[config.mk]
export PLATFORM = sky130hd
export DESIGN_NAME = srbu_bank
export DESIGN_NICKNAME = d
export VERILOG_FILES = /design/src/inc/srbu_pkg.sv /design/src/core/srbu_reset_cause.sv /design/src/core/srbu_bank.sv
export SDC_FILE = /design/constraint.sdc
export NUM_CORES = 1
export LEC_CHECK = 0
export BUFFER_PORTS_ARGS = -buffer_cell sky130_fd_sc_hd__buf_2
export CAP_MARGIN = 20
export CORE_ASPECT_RATIO = 1.4
export CORE_MARGIN = 8
export CORE_UTILIZATION = 45
export DETAILED_ROUTE_END_ITERATION = 8
export PLACE_DENSITY = 0.81
export SLEW_MARGIN = 20
export SYNTH_ARGS = -nofsm -noshare
export SYNTH_HDL_FRONTEND = slang
export SYNTH_SLANG_ARGS = --single-unit
export TNS_END_PERCENT = 5
[constraint.sdc]
create_clock -name clk_sys -period 6.3 [get_ports clk_sys]
set_clock_uncertainty 0.1 [all_clocks]
set_input_delay 1.26 -clock clk_sys [delete_from_list [all_inputs] [get_ports clk_sys]]
set_output_delay 1.26 -clock clk_sys [all_outputs]
set_load 0.05 [all_outputs]
[src/inc/srbu_pkg.sv]
// Constants, types and decode helpers for the upper special register bank
package srbu_pkg;

  localparam int ADDR_W = 7;
  localparam int DATA_W = 8;
  localparam int PCH_W = 5;
  localparam int PC_W = 13;

  // Effective (bank-qualified) register addresses
  localparam logic [7:0] OFS_IND = 8'h80;
  localparam logic [7:0] OFS_OPTION = 8'h81;
  localparam logic [7:0] OFS_PC_LOW = 8'h82;
  localparam logic [7:0] OFS_STATUS = 8'h83;
  localparam logic [7:0] OFS_PTR = 8'h84;
  localparam logic [7:0] OFS_DIR_A = 8'h85;
  localparam logic [7:0] OFS_DIR_B = 8'h86;
  localparam logic [7:0] OFS_DIR_C = 8'h87;
  localparam logic [7:0] OFS_PCH = 8'h8a;
  localparam logic [7:0] OFS_IRQ_CTRL = 8'h8b;
  localparam logic [7:0] OFS_PIE = 8'h8c;
  localparam logic [7:0] OFS_PWR_CAUSE = 8'h8e;
  localparam logic [7:0] OFS_T2_PERIOD = 8'h92;
  localparam logic [7:0] OFS_SER_ADDR = 8'h93;
  localparam logic [7:0] OFS_SER_STATE = 8'h94;
  localparam logic [7:0] OFS_BANK_END = 8'h9f;

  // Implemented-bit masks; other bits read as zero
  localparam logic [7:0] MASK_DIR_A = 8'h3f;
  localparam logic [7:0] MASK_PCH = 8'h1f;
  localparam logic [7:0] MASK_PIE = 8'hcf;
  localparam logic [7:0] MASK_PWR_CAUSE = 8'h03;
  localparam logic [7:0] MASK_SER_STATE = 8'h3f;

  // Reset values
  localparam logic [7:0] RST_OPTION = 8'hff;
  localparam logic [7:0] RST_STATUS = 8'h18;
  localparam logic [7:0] RST_PTR = 8'h00;
  localparam logic [5:0] RST_DIR_A = 6'h3f;
  localparam logic [7:0] RST_DIR_BC = 8'hff;
  localparam logic [4:0] RST_PCH = 5'h00;
  localparam logic [7:0] RST_IRQ_CTRL = 8'h00;
  localparam logic [7:0] RST_PIE = 8'h00;
  localparam logic [1:0] RST_PWR_CAUSE = 2'h0;
  localparam logic [7:0] RST_T2_PERIOD = 8'hff;
  localparam logic [7:0] RST_SER_ADDR = 8'h00;

  // Status field positions
  localparam int ST_RP0 = 5;
  localparam int ST_TO = 4;
  localparam int ST_PD = 3;
  localparam logic [7:0] ST_SW_MASK = 8'he7;
  // Power control field positions
  localparam int PWR_ON_BIT = 1;
  localparam int PWR_BROWN_BIT = 0;

  typedef enum logic [1:0] {
    RK_RUN = 2'b00,
    RK_EXT = 2'b01,
    RK_WDT = 2'b10,
    RK_BROWN = 2'b11
  } srbu_rst_type;

  typedef enum logic [3:0] {
    SEL_NONE = 4'h0, SEL_ZERO = 4'h1, SEL_IND = 4'h2, SEL_OPTION = 4'h3,
    SEL_PC_LOW = 4'h4, SEL_STATUS = 4'h5, SEL_PTR = 4'h6, SEL_DIR_A = 4'h7,
    SEL_DIR_B = 4'h8, SEL_DIR_C = 4'h9, SEL_PCH = 4'ha, SEL_IRQ_CTRL = 4'hb,
    SEL_PIE = 4'hc, SEL_PWR_CAUSE = 4'hd, SEL_T2_PERIOD = 4'he,
    SEL_SSP = 4'hf
  } srbu_sel_type;

  // Registers mirrored in both banks
  function automatic logic srbu_is_common(input logic [6:0] a);
    return a == OFS_IND[6:0] || a == OFS_PC_LOW[6:0] || a == OFS_STATUS[6:0]
      || a == OFS_PTR[6:0] || a == OFS_PCH[6:0] || a == OFS_IRQ_CTRL[6:0];
  endfunction

  // Map a bank-qualified address to a register select
  function automatic srbu_sel_type srbu_decode(input logic [7:0] e);
    srbu_sel_type s;
    s = SEL_NONE;
    if (e == OFS_IND) s = SEL_IND;
    else if (e == OFS_OPTION) s = SEL_OPTION;
    else if (e == OFS_PC_LOW) s = SEL_PC_LOW;
    else if (e == OFS_STATUS) s = SEL_STATUS;
    else if (e == OFS_PTR) s = SEL_PTR;
    else if (e == OFS_DIR_A) s = SEL_DIR_A;
    else if (e == OFS_DIR_B) s = SEL_DIR_B;
    else if (e == OFS_DIR_C) s = SEL_DIR_C;
    else if (e == OFS_PCH) s = SEL_PCH;
    else if (e == OFS_IRQ_CTRL) s = SEL_IRQ_CTRL;
    else if (e == OFS_PIE) s = SEL_PIE;
    else if (e == OFS_PWR_CAUSE) s = SEL_PWR_CAUSE;
    else if (e == OFS_T2_PERIOD) s = SEL_T2_PERIOD;
    else if (e == OFS_SER_ADDR) s = SEL_SSP;
    else if (e == OFS_SER_STATE) s = SEL_SSP;
    else if (e >= OFS_IND && e <= OFS_BANK_END) s = SEL_ZERO;
    return s;
  endfunction

endpackage

[src/core/srbu_reset_cause.sv]
// Reset cause classifier: syncs reset pins and ranks the causes
`timescale 1ns/1ps
module srbu_reset_cause
  import srbu_pkg::*;
(
  input wire logic clk_sys,
  input wire logic resetn,
  input wire logic ext_reset_pin_n,
  input wire logic brownout_n,
  input wire logic wdt_timeout,
  output srbu_rst_type rst_kind
);

  typedef struct packed {
    logic ext_s1;
    logic ext_s2;
    logic brn_s1;
    logic brn_s2;
    srbu_rst_type kind;
  } srbu_rc_state_type;

  srbu_rc_state_type q, d;

  // Brown-out outranks the pin, the pin outranks the watchdog
  always_comb begin
    d = q;
    d.ext_s1 = ext_reset_pin_n;
    d.ext_s2 = q.ext_s1;
    d.brn_s1 = brownout_n;
    d.brn_s2 = q.brn_s1;
    if (!q.brn_s2) d.kind = RK_BROWN;
    else if (!q.ext_s2) d.kind = RK_EXT;
    else if (wdt_timeout) d.kind = RK_WDT;
    else d.kind = RK_RUN;
  end

  // Pins idle high, so the synchronisers reset to one
  always_ff @(posedge clk_sys or negedge resetn) begin
    if (!resetn) q <= '{1'b1, 1'b1, 1'b1, 1'b1, RK_RUN};
    else q <= d;
  end

  assign rst_kind = q.kind;

endmodule // srbu_reset_cause

[src/core/srbu_bank.sv]
// Upper special function register bank with indirect and pc-latch logic
// Operation
// Unimplemented addresses and bits read zero
// Common registers decode alike in both banks
// Pc high only loaded through 5-bit latch
// Pin and watchdog resets load non-power values
// Unchanged bits keep; conditional bits follow cause
// Software keeps brown-out bit set on smallest part
// Software keeps indirect-bank and bank-high bits clear
// Software keeps peripheral enable/flag bits 7:6 clear
// Indirect port redirects through pointer, no storage
//
// The strobed register port is this design's own decision.
`timescale 1ns/1ps
module srbu_bank
  import srbu_pkg::*;
(
  input wire logic clk_sys,
  input wire logic resetn,
  input wire logic ext_reset_pin_n,
  input wire logic brownout_n,
  input wire logic wdt_timeout,
  input wire logic [ADDR_W-1:0] reg_addr,
  input wire logic [DATA_W-1:0] reg_wdata,
  input wire logic reg_wr,
  input wire logic reg_rd,
  output logic [DATA_W-1:0] reg_rdata,
  output logic reg_hit,
  output logic [DATA_W-1:0] mem_addr,
  output logic [DATA_W-1:0] mem_wdata,
  output logic mem_wr,
  output logic mem_rd,
  input wire logic [DATA_W-1:0] mem_rdata,
  input wire logic [DATA_W-1:0] pc_low_in,
  output logic pc_load,
  output logic [PC_W-1:0] pc_load_addr,
  input wire logic core_flags_we,
  input wire logic [2:0] core_flags,
  input wire logic core_sleep_cmd,
  input wire logic core_clrwdt_cmd,
  input wire logic core_sleeping,
  input wire logic [2:0] irq_ctrl_events,
  input wire logic [5:0] ser_state_in,
  output logic [DATA_W-1:0] option_bits,
  output logic [DATA_W-1:0] status_bits,
  output logic [DATA_W-1:0] pointer_bits,
  output logic [5:0] port_a_dir,
  output logic [DATA_W-1:0] port_b_dir,
  output logic [DATA_W-1:0] port_c_dir,
  output logic [PCH_W-1:0] pc_high_latch,
  output logic [DATA_W-1:0] irq_ctrl_bits,
  output logic [DATA_W-1:0] irq_enable_bits,
  output logic [1:0] power_cause_bits,
  output logic [DATA_W-1:0] timer2_period,
  output logic [DATA_W-1:0] serial_addr
);

  typedef struct packed {
    logic [7:0] option;
    logic [7:0] status;
    logic [7:0] ptr;
    logic [5:0] dir_a;
    logic [7:0] dir_b;
    logic [7:0] dir_c;
    logic [4:0] pch;
    logic [7:0] irq_ctrl;
    logic [7:0] pie;
    logic [1:0] pwr_cause;
    logic [7:0] t2_period;
    logic [7:0] ser_addr;
    logic [7:0] rdata;
    logic hit;
    logic pc_load;
    logic [12:0] pc_addr;
  } srbu_state_type;

  srbu_state_type q, d;
  srbu_rst_type rst_kind;
  logic [7:0] eff;
  srbu_sel_type sel;
  logic ind_self;

  srbu_reset_cause u_cause (
    .clk_sys(clk_sys),
    .resetn(resetn),
    .ext_reset_pin_n(ext_reset_pin_n),
    .brownout_n(brownout_n),
    .wdt_timeout(wdt_timeout),
    .rst_kind(rst_kind)
  );

  // Common registers ignore the bank bit; others need bank 1
  always_comb begin
    if (srbu_is_common(reg_addr)) eff = {1'b1, reg_addr};
    else eff = {q.status[ST_RP0], reg_addr};
    sel = srbu_decode(eff);
  end

  // Pointer aimed at the port itself must not recurse
  assign ind_self = q.ptr[6:0] == OFS_IND[6:0];
  assign mem_addr = q.ptr;
  assign mem_wdata = reg_wdata;
  assign mem_rd = reg_rd && sel == SEL_IND && !ind_self;
  assign mem_wr = reg_wr && sel == SEL_IND && !ind_self
    && rst_kind == RK_RUN;

  always_comb begin
    d = q;
    d.rdata = 8'h00;
    d.hit = 1'b0;
    d.pc_load = 1'b0;

    // Read mux; answer stands only in the following cycle
    if (reg_rd) begin
      d.hit = sel != SEL_NONE;
      case (sel)
        SEL_IND: d.rdata = ind_self ? 8'h00 : mem_rdata;
        SEL_OPTION: d.rdata = q.option;
        SEL_PC_LOW: d.rdata = pc_low_in;
        SEL_STATUS: d.rdata = q.status;
        SEL_PTR: d.rdata = q.ptr;
        SEL_DIR_A: d.rdata = {2'b00, q.dir_a};
        SEL_DIR_B: d.rdata = q.dir_b;
        SEL_DIR_C: d.rdata = q.dir_c;
        SEL_PCH: d.rdata = {3'b000, q.pch};
        SEL_IRQ_CTRL: d.rdata = q.irq_ctrl;
        SEL_PIE: d.rdata = q.pie & MASK_PIE;
        SEL_PWR_CAUSE: d.rdata = {6'h00, q.pwr_cause};
        SEL_T2_PERIOD: d.rdata = q.t2_period;
        SEL_SSP: begin
          if (eff == OFS_SER_STATE) d.rdata = {2'b00, ser_state_in};
          else d.rdata = q.ser_addr;
        end
        default: d.rdata = 8'h00;
      endcase
    end

    // Software writes; a reset in progress ignores them
    if (reg_wr && rst_kind == RK_RUN) begin
      case (sel)
        SEL_OPTION: d.option = reg_wdata;
        SEL_PC_LOW: begin
          // Counter takes latch contents as its upper bits
          d.pc_load = 1'b1;
          d.pc_addr = {q.pch, reg_wdata};
        end
        SEL_STATUS: begin
          // Timeout and power-down bits are not software writable
          d.status = (reg_wdata & ST_SW_MASK) | (q.status & ~ST_SW_MASK);
        end
        SEL_PTR: d.ptr = reg_wdata;
        SEL_DIR_A: d.dir_a = reg_wdata[5:0];
        SEL_DIR_B: d.dir_b = reg_wdata;
        SEL_DIR_C: d.dir_c = reg_wdata;
        SEL_PCH: d.pch = reg_wdata[4:0];
        SEL_IRQ_CTRL: d.irq_ctrl = reg_wdata;
        SEL_PIE: d.pie = reg_wdata & MASK_PIE;
        SEL_PWR_CAUSE: d.pwr_cause = reg_wdata[1:0];
        SEL_T2_PERIOD: d.t2_period = reg_wdata;
        SEL_SSP: begin
          if (eff == OFS_SER_ADDR) d.ser_addr = reg_wdata;
        end
        default: d.pch = d.pch;
      endcase
    end

    // Core updates land after the write so arithmetic flags win
    if (core_flags_we) d.status[2:0] = core_flags;
    if (core_sleep_cmd) begin
      d.status[ST_TO] = 1'b1;
      d.status[ST_PD] = 1'b0;
    end
    if (core_clrwdt_cmd) begin
      d.status[ST_TO] = 1'b1;
      d.status[ST_PD] = 1'b1;
    end
    // Event flags: a set in the clearing cycle is kept
    d.irq_ctrl[2:0] = d.irq_ctrl[2:0] | irq_ctrl_events;

    // Reset actions by cause, applied last so they dominate
    case (rst_kind)
      RK_EXT, RK_WDT: begin
        d.option = RST_OPTION;
        d.dir_a = RST_DIR_A;
        d.dir_b = RST_DIR_BC;
        d.dir_c = RST_DIR_BC;
        d.pch = RST_PCH;
        d.pie = RST_PIE;
        d.t2_period = RST_T2_PERIOD;
        d.ser_addr = RST_SER_ADDR;
        d.pc_load = 1'b0;
        // Bank bits clear, arithmetic flags and pointer kept
        d.status[7:5] = 3'b000;
        d.status[2:0] = q.status[2:0];
        d.ptr = q.ptr;
        d.pwr_cause = q.pwr_cause;
        d.irq_ctrl = {7'h00, q.irq_ctrl[0]};
        if (rst_kind == RK_WDT) begin
          d.status[ST_TO] = 1'b0;
          d.status[ST_PD] = !core_sleeping;
        end else if (core_sleeping) begin
          d.status[ST_TO] = 1'b1;
          d.status[ST_PD] = 1'b0;
        end else begin
          d.status[ST_TO] = q.status[ST_TO];
          d.status[ST_PD] = q.status[ST_PD];
        end
      end
      RK_BROWN: begin
        // Brown-out looks like power-on except the cause flags
        d.option = RST_OPTION;
        d.status = RST_STATUS;
        d.ptr = RST_PTR;
        d.dir_a = RST_DIR_A;
        d.dir_b = RST_DIR_BC;
        d.dir_c = RST_DIR_BC;
        d.pch = RST_PCH;
        d.irq_ctrl = RST_IRQ_CTRL;
        d.pie = RST_PIE;
        d.t2_period = RST_T2_PERIOD;
        d.ser_addr = RST_SER_ADDR;
        d.pc_load = 1'b0;
        d.pwr_cause[PWR_BROWN_BIT] = 1'b0;
      end
      default: d.pc_addr = d.pc_addr;
    endcase
  end

  // Power-on: unknown bits are given zero to keep simulation clean
  always_ff @(posedge clk_sys or negedge resetn) begin
    if (!resetn) begin
      q <= '{RST_OPTION, RST_STATUS, RST_PTR, RST_DIR_A, RST_DIR_BC,
             RST_DIR_BC, RST_PCH, RST_IRQ_CTRL, RST_PIE, RST_PWR_CAUSE,
             RST_T2_PERIOD, RST_SER_ADDR, 8'h00, 1'b0, 1'b0, 13'h0000};
    end else begin
      q <= d;
    end
  end

  // Register outputs
  assign reg_rdata = q.rdata;
  assign reg_hit = q.hit;
  assign pc_load = q.pc_load;
  assign pc_load_addr = q.pc_addr;
  assign option_bits = q.option;
  assign status_bits = q.status;
  assign pointer_bits = q.ptr;
  assign port_a_dir = q.dir_a;
  assign port_b_dir = q.dir_b;
  assign port_c_dir = q.dir_c;
  assign pc_high_latch = q.pch;
  assign irq_ctrl_bits = q.irq_ctrl;
  assign irq_enable_bits = q.pie & MASK_PIE;
  assign power_cause_bits = q.pwr_cause;
  assign timer2_period = q.t2_period;
  assign serial_addr = q.ser_addr;

  // Helper: reads of holes inside the upper bank
  logic hole_rd;
  assign hole_rd = reg_rd && sel == SEL_ZERO;
endmodule // srbu_bank

==> results of run 1 <==
==> sequential cells by signal, indices dropped and copies added (netlist names), 8 cells and up <==
register / flops
mem_addr: 8
option_bits: 8
irq_ctrl_bits: 8
pc_load_addr: 13
reg_rdata: 8
port_c_dir: 8
serial_addr: 8
port_b_dir: 8
timer2_period: 8
status_bits: 8
==> cells in the final DEF, fill, tap and decap left out, types with 5 or more instances in the layout <==
master and n:
and3_1 8, o21ai_1 7, mux2_2 35, nand2_1 77, nand3_1 6, clkbuf_16 10
a22oi_1 16, nor2b_1 16, nor2_1 60, a31oi_1 5, a211oi_1 6, a32oi_1 5
nor3_1 11, dfrtp_1 68, o31ai_1 5, dfstp_2 44, a21oi_1 63, a221oi_1 7
buf_2 176, ha_1 5, o21ai_0 42, inv_1 13, and2_1 11
==> layout make-up <==
cell class,instances,area [um^2]
inverter,14,52.6
clock buffer,12,268
multi-input combinational,444,2710
timing repair buffer,180,911
clock inverter,4,33.8
fill,1194,5790
tap,153,191
sequential,112,2860
==> worst reg2reg max path: stages (launching register included) <==
cell and delay [ps]:
dfrtp_1 810, nand4bb_1 420, nor3b_1 290, a211oi_1 120
nor4_4 690, nand2_1 190, a31oi_1 300
==> metrics by stage <==
| step | worst slack, ps | total power [W] | hold slack [ps] | instance area, um^2 | cells |
|---|---|---|---|---|---|
| floorplan | 1900 | 0.00102 | 245 | 5900 | 623 |
| global placement | 1230 | 0.00112 | 247 | 6730 | 903 |
| detailed placement | 1190 | 0.00112 | 247 | 6730 | 903 |
| CTS | 1200 | 0.00170 | 258 | 7030 | 919 |
| global route | 1020 | 0.00174 | 261 | 7030 | 919 |
| finish | 1150 | 0.00169 | 258 | 7030 | 919 |
==> metal layers <==
metal | track usage | vias to the layer above | wire, um
met5 | 0 | - | 0
met4 | 0.166 | 0 | 1200
met3 | 0.0579 | 73 | 1770
met2 | 0.415 | 314 | 10300
met1 | 0.294 | 2684 | 8310
li1 | - | 2488 | -
==> power breakdown <==
| group | switching [W] | internal, W | total, W |
|---|---|---|---|
| clock | 0.000275 | 0.000308 | 0.000583 |
| combinational | 0.000240 | 0.0000733 | 0.000314 |
| sequential | 0.0000296 | 0.000766 | 0.000796 |
| total | 0.000545 | 0.00115 | 0.00169 |
==> logic make-up after synthesis <==
family | Yosys count | share of synthesized area
other cells | 1 | 0.000636
fa+ha+maj | 5 | 0.0106
flops | 112 | 0.484
mux | 39 | 0.0738
compound gates | 185 | 0.199
buf+inv | 67 | 0.0566
simple gates | 213 | 0.175
==> path summary, 6_finish.rpt <==
path | from | endpoint | slack, ps | cells past startpoint
min in group asynchronous | resetn | pc_load_addr[1] | 790 | 1
max | reg_addr[3] | mem_wr | 1150 | 7
min | u_cause.d[2] | u_cause.q[2] | 260 | 0
max reg2reg | status_bits[5] | reg_rdata[1] | 3270 | 6
min reg2reg | u_cause.d[2] | u_cause.q[2] | 260 | 0
max in group asynchronous | resetn | irq_enable_bits[6] | 4070 | 2
==> metrics.txt, run 1 <==
dominant synthesized flop cell=dfrtp_1; Residual DRC=0; initial antenna violation count=0; most frequent cell after synthesis=nand2_1; post-cts sizing count=0; WP data arrival=3790 ps; chip height=151 um; CTS tree=yes; hpwl dp=16800 um; Port Buffer Count=177; cell family with most CP delay=simple AND/OR/NAND/NOR gates; Critical Path Most Common Cell=buf_2; slowest CP cell=nor4_4; DRT antenna net count=0; YS warnings=0; Gate Count Post-Synth=622; Nets=820; post-synthesis sequential area ratio=0.484; Clk pin slew, worst setup/hold paths=70 ps; final max-slew violation count=0; core area=0.0128 mm^2; Area growth syn-to-layout=19.1%; post-CTS setup buffers=0; largest cells by area after synthesis=dfrtp_1, dfstp_2, mux2_2; Worst Path Buf+Inv=2; slew margin rel.=0.254; Final period util=0.817; Placer Congestion=0.978; FMAX=194 MHz; Yosys top cell by area=dfrtp_1; Routed WL=21600 um; mapped cell area=0.00590 mm^2; row count=49; number of global-route vias before repair=5656; top post-synthesis cells by count=nand2_1, dfrtp_1, a21oi_1, nor2_1, dfstp_2; clk buf depth=2; Via density=6.05; RSZ-0062 raised after global routing=false; kind of critical path=input pin to output port; setup violators final=0; clk sinks=112; worst-margin pin slew=1120 ps; PD cells=241 mW/mm^2; Skew-Pair Late Insertion Delay=360 ps; Post-synth EDFFs=0; Root Buffer=clkbuf_16; Synth Area per Inst=9.49 um^2; Hold-fix buffers, CTS=0; Hold Path Class=flip-flop to flip-flop; share of the synthesized area in the top cell type=0.288; GRT Total Usage=0.253; TritonRoute pass-1 iters=7; leakage power=3.27 nW; Startpoint Class=input pin; Avg WL per Cell=23.5 um; die area=0.0171 mm^2; library cells used by synthesis=64; setup TNS=0 ps; Final min period=5150 ps; grt total ovfl=0; Req. time, crit path=4940 ps; Worst setup EP type=output port; largest net degree at the start of global routing=67; number of CTS-inserted buffers=9; worst vdd ir=118 uV; layout cells sized above 1=0.369; Crit Path Max Fanout=30; status=completed; final hold violations=0; max incr delay on CP=690 ps; post-synthesis async set-or-reset flop share=1.00; Starting Density=0.461; Yosys reg bits=112; crit-path cells=buf_2 -> or4b_1 -> o31ai_1 -> a211oi_1 -> nor4_4 -> and2_1 -> buf_2; Die X=113 um; first-pass GRT wire length=32900 um; routed vias=5559; CTS H-tree depth=3; DRT iter0 DRCs=540; final core occ=0.548; max-cap check violation count=0; # diodes=0; Ports=180
Power figures use the tool's default switching activity.
==> run 2, diff against run 1 <==
- PLACE_DENSITY: 0.81 -> 0.84
- clock period: 6.3 -> 4.2 ns (I/O delays scaled with it)
==> run 2 against run 1 <==
  * Die area is the same
  * Worst hold slack got worse by 1.2 ps
  * Combinational power is 54% higher
  * Final area is 1.4% higher
  * Clock power increased by 40%
  * Non-clock buffer count grew 17
  * Highest routed layer unchanged
  * Setup slack got worse by 830 ps
  * Total power rose by 47%
==> metrics.txt, run 2 (synthesis results as in run 1) <==
Reg power frac=0.479 (+0.009); final hold violations=0 (unchanged); initial antenna violation count=0 (unchanged); routed vias=5711 (+2.7%); sw frac=0.323 (+0.000919); Skew-Pair Late Insertion Delay=350 ps (about the same); Placer Congestion=0.983 (+0.52%); most frequent cells in the layout=buf_2, nand2_1, dfrtp_1; RSZ-0062 raised after global routing=false; first-pass GRT wire length=34000 um (+3.4%); max reg flops=13 (unchanged); CTS H-tree depth=3 (unchanged); Hold Path Class=flip-flop to flip-flop; clock power share=0.327 (-0.017); number of CTS-inserted buffers=9 (unchanged); Startpoint Class=input pin; Ports=180 (unchanged); # diodes=0 (unchanged); grt total ovfl=0 (unchanged); slowest CP cell=o311ai_0; Via density=6.10 (+0.87%); status=completed; Hold-fix buffers, CTS=0 (unchanged); Req. time, crit path=3260 ps (-1680 ps); Crit Path Max Fanout=25 (-17%); TritonRoute pass-1 iters=6 (-1); row count=49 (unchanged); setup violators final=0 (unchanged); overall power=0.00249 W (+47%); Reg2Reg Launch Point=u_cause.rst_kind[0]; Worst setup EP type=output port; Die X=113 um (unchanged); max incr delay on CP=480 ps (-210 ps); Pint=0.00169 W (+47%); core area=0.0128 mm^2 (unchanged); Final period util=0.924; GRT Total Usage=0.262 (+0.00874); Starting Density=0.461 (unchanged); Routed WL=22400 um (+3.5%); worst-margin pin slew=891 ps (-228 ps); Final min period=3880 ps; leakage power=3.34 nW (+2.1%); slew margin rel.=0.406 (+0.152); die area=0.0171 mm^2 (unchanged); Area growth syn-to-layout=20.8%; WP data arrival=2940 ps (-850 ps); most common cell after layout, fill and taps aside=buf_2; clk sinks=112 (unchanged); Residual DRC=0 (unchanged); kind of critical path=input pin to output port; FMAX=258 MHz; Filler Cells Inserted=1148 (-3.9%); net switching power=0.000804 W (+48%); setup TNS=0 ps (unchanged); final max-slew violation count=0 (unchanged); PD cells=349 mW/mm^2 (+45%); worst vdd ir=205 uV (+74%); clk buf depth=2 (unchanged); post-CTS setup buffers=0 (unchanged); hpwl dp=17400 um (+4.0%); Avg WL per Cell=23.9 um (+1.6%); chip height=151 um (unchanged); Clk pin slew, worst setup/hold paths=70 ps (about the same); crit-path cells=buf_2 -> buf_4 -> nor3_1 -> o311ai_0 -> a211oi_1 -> nor4_4 -> and2_1 -> buf_2; Port Buffer Count=177 (unchanged); CTS tree=yes; hold_sp=u_cause.d[4]; Root Buffer=clkbuf_16; DRT antenna net count=0 (unchanged); DRT iter0 DRCs=563 (+4.3%); Comb pwr share=0.194 (+0.009); max-cap check violation count=0 (unchanged); largest net degree at the start of global routing=69 (+3.0%); number of global-route vias before repair=5789 (+2.4%); layout cells sized above 1=0.382 (+0.0124); post-cts sizing count=0 (unchanged); Nets=837 (+2.1%); Critical Path Most Common Cell=buf_2; Critical Path Start=reg_addr[3]
run 2: cell count changes in the layout (fill, tap and decap cells not counted), sizes merged:
cell      delta
clkbuf       -1
clkinv       +2
clkinvlp     +1
buf         +17
inv          -2
run 2: stage by stage:
| step | setup slack [ps] | area, um^2 | hold WS (ps) | util | instances |
|---|---|---|---|---|---|
| 6_report | 317 | 7130 | 257 | 0.556 | 936 |
| 5_1_grt | 188 | 7130 | 260 | 0.556 | 936 |
| 4_1_cts | 340 | 7130 | 257 | 0.556 | 936 |
| 3_5_place_dp | 334 | 6850 | 247 | 0.535 | 920 |
| 3_3_place_gp | 340 | 6850 | 247 | 0.535 | 920 |
| 2_1_floorplan | 641 | 5900 | 245 | - | 623 |
run 2: per-layer routing:
metal  part of all wire  track usage
met2               0.49        0.443
met1               0.37        0.298
met4              0.053        0.152
met3              0.083       0.0635
met5                  0            0
run 2: path summary, 6_finish.rpt:
path	endpoint	slack [ps]	cells past startpoint
min in group asynchronous	u_cause.rst_kind[1]	480	1
min	u_cause.q[4]	260	0
min reg2reg	u_cause.q[4]	260	0
max in group asynchronous	status_bits[4]	2530	2
max reg2reg	irq_enable_bits[6]	1470	5
max	mem_wr	320	8
run 2: final cells by class:
type	count	area, um^2	area share
flip-flops and latches	112	2860	0.401
multi-input cells	444	2710	0.381
repair buffers	197	1040	0.146
clock buffers	11	243	0.0341
well taps	153	191	0.0269
inverters	14	52.6	0.00737
clock inverters	5	32.5	0.00456
run 2: worst max-delay path, delay by kind of cell:
kind | cells | cell delay [ps]
and+or+nand+nor | 3 | 740
buffers and inverters | 3 | 730
AOI/OAI and AO/OA | 2 | 630
run 2: power groups by stage:
stage | Clock (W) | Sequential [W] | Combinational [W]
5_1_grt | 0.000864 | 0.00120 | 0.000511
6_report | 0.000815 | 0.00119 | 0.000483
3_3_place_gp | 0 | 0.00121 | 0.000472
4_1_cts | 0.000824 | 0.00119 | 0.000480
3_5_place_dp | 0 | 0.00121 | 0.000478
2_1_floorplan | 0 | 0.00134 | 0.000183
==> run 3, diff against run 2 <==
- CORE_UTILIZATION: 45 -> 42
- PLACE_DENSITY: 0.84 -> 0.8
==> run 3 against run 2 <==
  * Combinational power is essentially flat
  * Utilization shrank 3.6 points
  * Register-to-register slack worse by 80 ps
  * Setup slack improved by 41 ps
  * Critical path type unchanged
  * Largest power group unchanged
  * Highest routed layer unchanged
==> metrics.txt, run 3 (synthesis results as in run 1) <==
net switching power=0.000818 W (+1.7%); grt total ovfl=0 (unchanged); Comb pwr share=0.187 (-0.007); TritonRoute pass-1 iters=6 (unchanged); Startpoint Class=input pin; GRT Total Usage=0.246 (-0.0155); max-cap check violation count=0 (unchanged); Area growth syn-to-layout=22.1%; chip height=156 um (+3.1%); Hold Path Class=flip-flop to flip-flop; DRT iter0 DRCs=618 (+9.8%); Nets=836 (-0.12%); routed vias=5627 (-1.5%); placed insts=951 (+3.4%); most common cell after layout, fill and taps aside=buf_2; Starting Density=0.426 (-0.0344); Clk pin slew, worst setup/hold paths=70 ps (about the same); post-CTS setup buffers=0 (unchanged); hold endpoint=u_cause.q[2]; clock power share=0.346 (+0.019); kind of critical path=input pin to output port; number of CTS-inserted buffers=9 (unchanged); setup violators final=0 (unchanged); initial antenna violation count=0 (unchanged); Reg power frac=0.466 (-0.013); Hold-fix buffers, CTS=0 (unchanged); Ports=180 (unchanged); Die X=116 um (+3.0%); core area=0.0138 mm^2 (+8.1%); leakage power=3.37 nW (+0.72%); Crit Path Max Fanout=10 (-60%); Routed met2 length=10900 um (-0.64%); Port Buffer Count=177 (unchanged); Reg2Reg Launch Point=u_cause.rst_kind[0]; Final min period=3840 ps (-41.3 ps); CTS tree=yes; PD cells=356 mW/mm^2 (+1.8%); Skew-Pair Late Insertion Delay=360 ps (about the same); overall power=0.00256 W (+2.9%); Min-Delay Path Depth=0 (unchanged); wire length on met1=8190 um (-1.4%); Req. time, crit path=3260 ps (about the same); Final period util=0.915 (-0.00984); WP data arrival=2900 ps (-40 ps); CTS H-tree depth=3 (unchanged); largest net degree at the start of global routing=88 (+28%); die area=0.0182 mm^2 (+6.2%); Residual DRC=0 (unchanged); Avg WL per Cell=22.9 um (-4.3%); clk buf depth=2 (unchanged); max layer used=met4; final max-slew violation count=0 (unchanged); Filler Cells Inserted=1324 (+15%); sw frac=0.319 (-0.00383); post-cts sizing count=0 (unchanged); Worst setup EP type=output port; row count=51 (+4.1%); max reg flops=13 (unchanged); most frequent cells in the layout=buf_2, nand2_1, dfrtp_1; final core occ=0.520 (-0.0360); Routed WL=22100 um (-1.1%); RSZ-0062 raised after global routing=false; final hold violations=0 (unchanged); met3 wire len=1770 um (-4.3%); Fin Hold WS=257 ps (+0.771 ps); hpwl dp=17300 um (-0.66%); RR Endpoint=pc_high_latch[2]; clk sinks=112 (unchanged); R2R setup slack=1390 ps (-80 ps); post-route insts no fill=967 (+3.3%); hold_sp=u_cause.d[2]; Root Buffer=clkbuf_16; status=completed; worst-margin pin slew=989 ps (+97.8 ps); layout cells sized above 1=0.385 (+0.00305); Via density=5.82 (-4.6%); worst vdd ir=213 uV (+4.1%); slew margin rel.=0.339 (-0.0677); # diodes=0 (unchanged); DRT antenna net count=0 (unchanged); Worst R2R Path Depth=5 (unchanged); FMAX=260 MHz (+1.1%); first-pass GRT wire length=33400 um (-1.8%); Placer Congestion=0.949 (-3.5%); number of global-route vias before repair=5672 (-2.0%); Pint=0.00174 W (+3.5%); setup TNS=0 ps (unchanged)
[run 3: changes by cell type in the layout (fill, tap and decap cells not counted), sizes merged]
cell	delta
clkinvlp	-2
buf	-1
clkbuf	+1
inv	+1
[run 3: final cells by class]
cell class / instances / area, um^2 / area share
Sequential cell: 112 / 2860 / 0.397
Tap cell: 185 / 231 / 0.0321
Clock buffer: 12 / 278 / 0.0386
Timing Repair Buffer: 196 / 1030 / 0.144
Inverter: 14 / 52.6 / 0.00729
Multi-Input combinational cell: 444 / 2720 / 0.377
Clock inverter: 4 / 33.8 / 0.00469
[run 3: critical path: stages]
cell and delay [ps]:
buf_2 160, or3_4 450, a2111oi_4 320, a211oi_1 140, nor4_4 480, and2_1 230
buf_2 280
[run 3: power groups by stage]
stage / Combinational [W] / Clock (W) / Sequential (W)
2_1_floorplan: 0.000183 / 0 / 0.00134
3_3_place_gp: 0.000472 / 0 / 0.00121
3_5_place_dp: 0.000477 / 0 / 0.00121
4_1_cts: 0.000479 / 0.000897 / 0.00119
5_1_grt: 0.000510 / 0.000946 / 0.00120
6_report: 0.000480 / 0.000888 / 0.00119
[run 3: layer usage]
layer  vias to the layer above  global-route usage
li1                       2522                   -
met1                      2720               0.284
met2                       318               0.411
met3                        67              0.0559
met4                         0               0.138
met5                         -                   0
[run 3: stage by stage]
stage	worst slack, ps	area (um^2)
after floorplan	641	5900
after global placement	374	6890
after detailed placement	406	6890
after CTS	401	7200
after global routing	290	7200
final	359	7200
[run 3: worst max-delay path by stage]
| stage | start | to |
|---|---|---|
| floorplan | reg_addr[4] | mem_rd |
| global placement | reg_addr[4] | mem_wr |
| detailed placement | reg_addr[4] | mem_wr |
| CTS | reg_addr[4] | mem_wr |
| global route | reg_addr[4] | mem_wr |
| finish | reg_addr[4] | mem_wr |
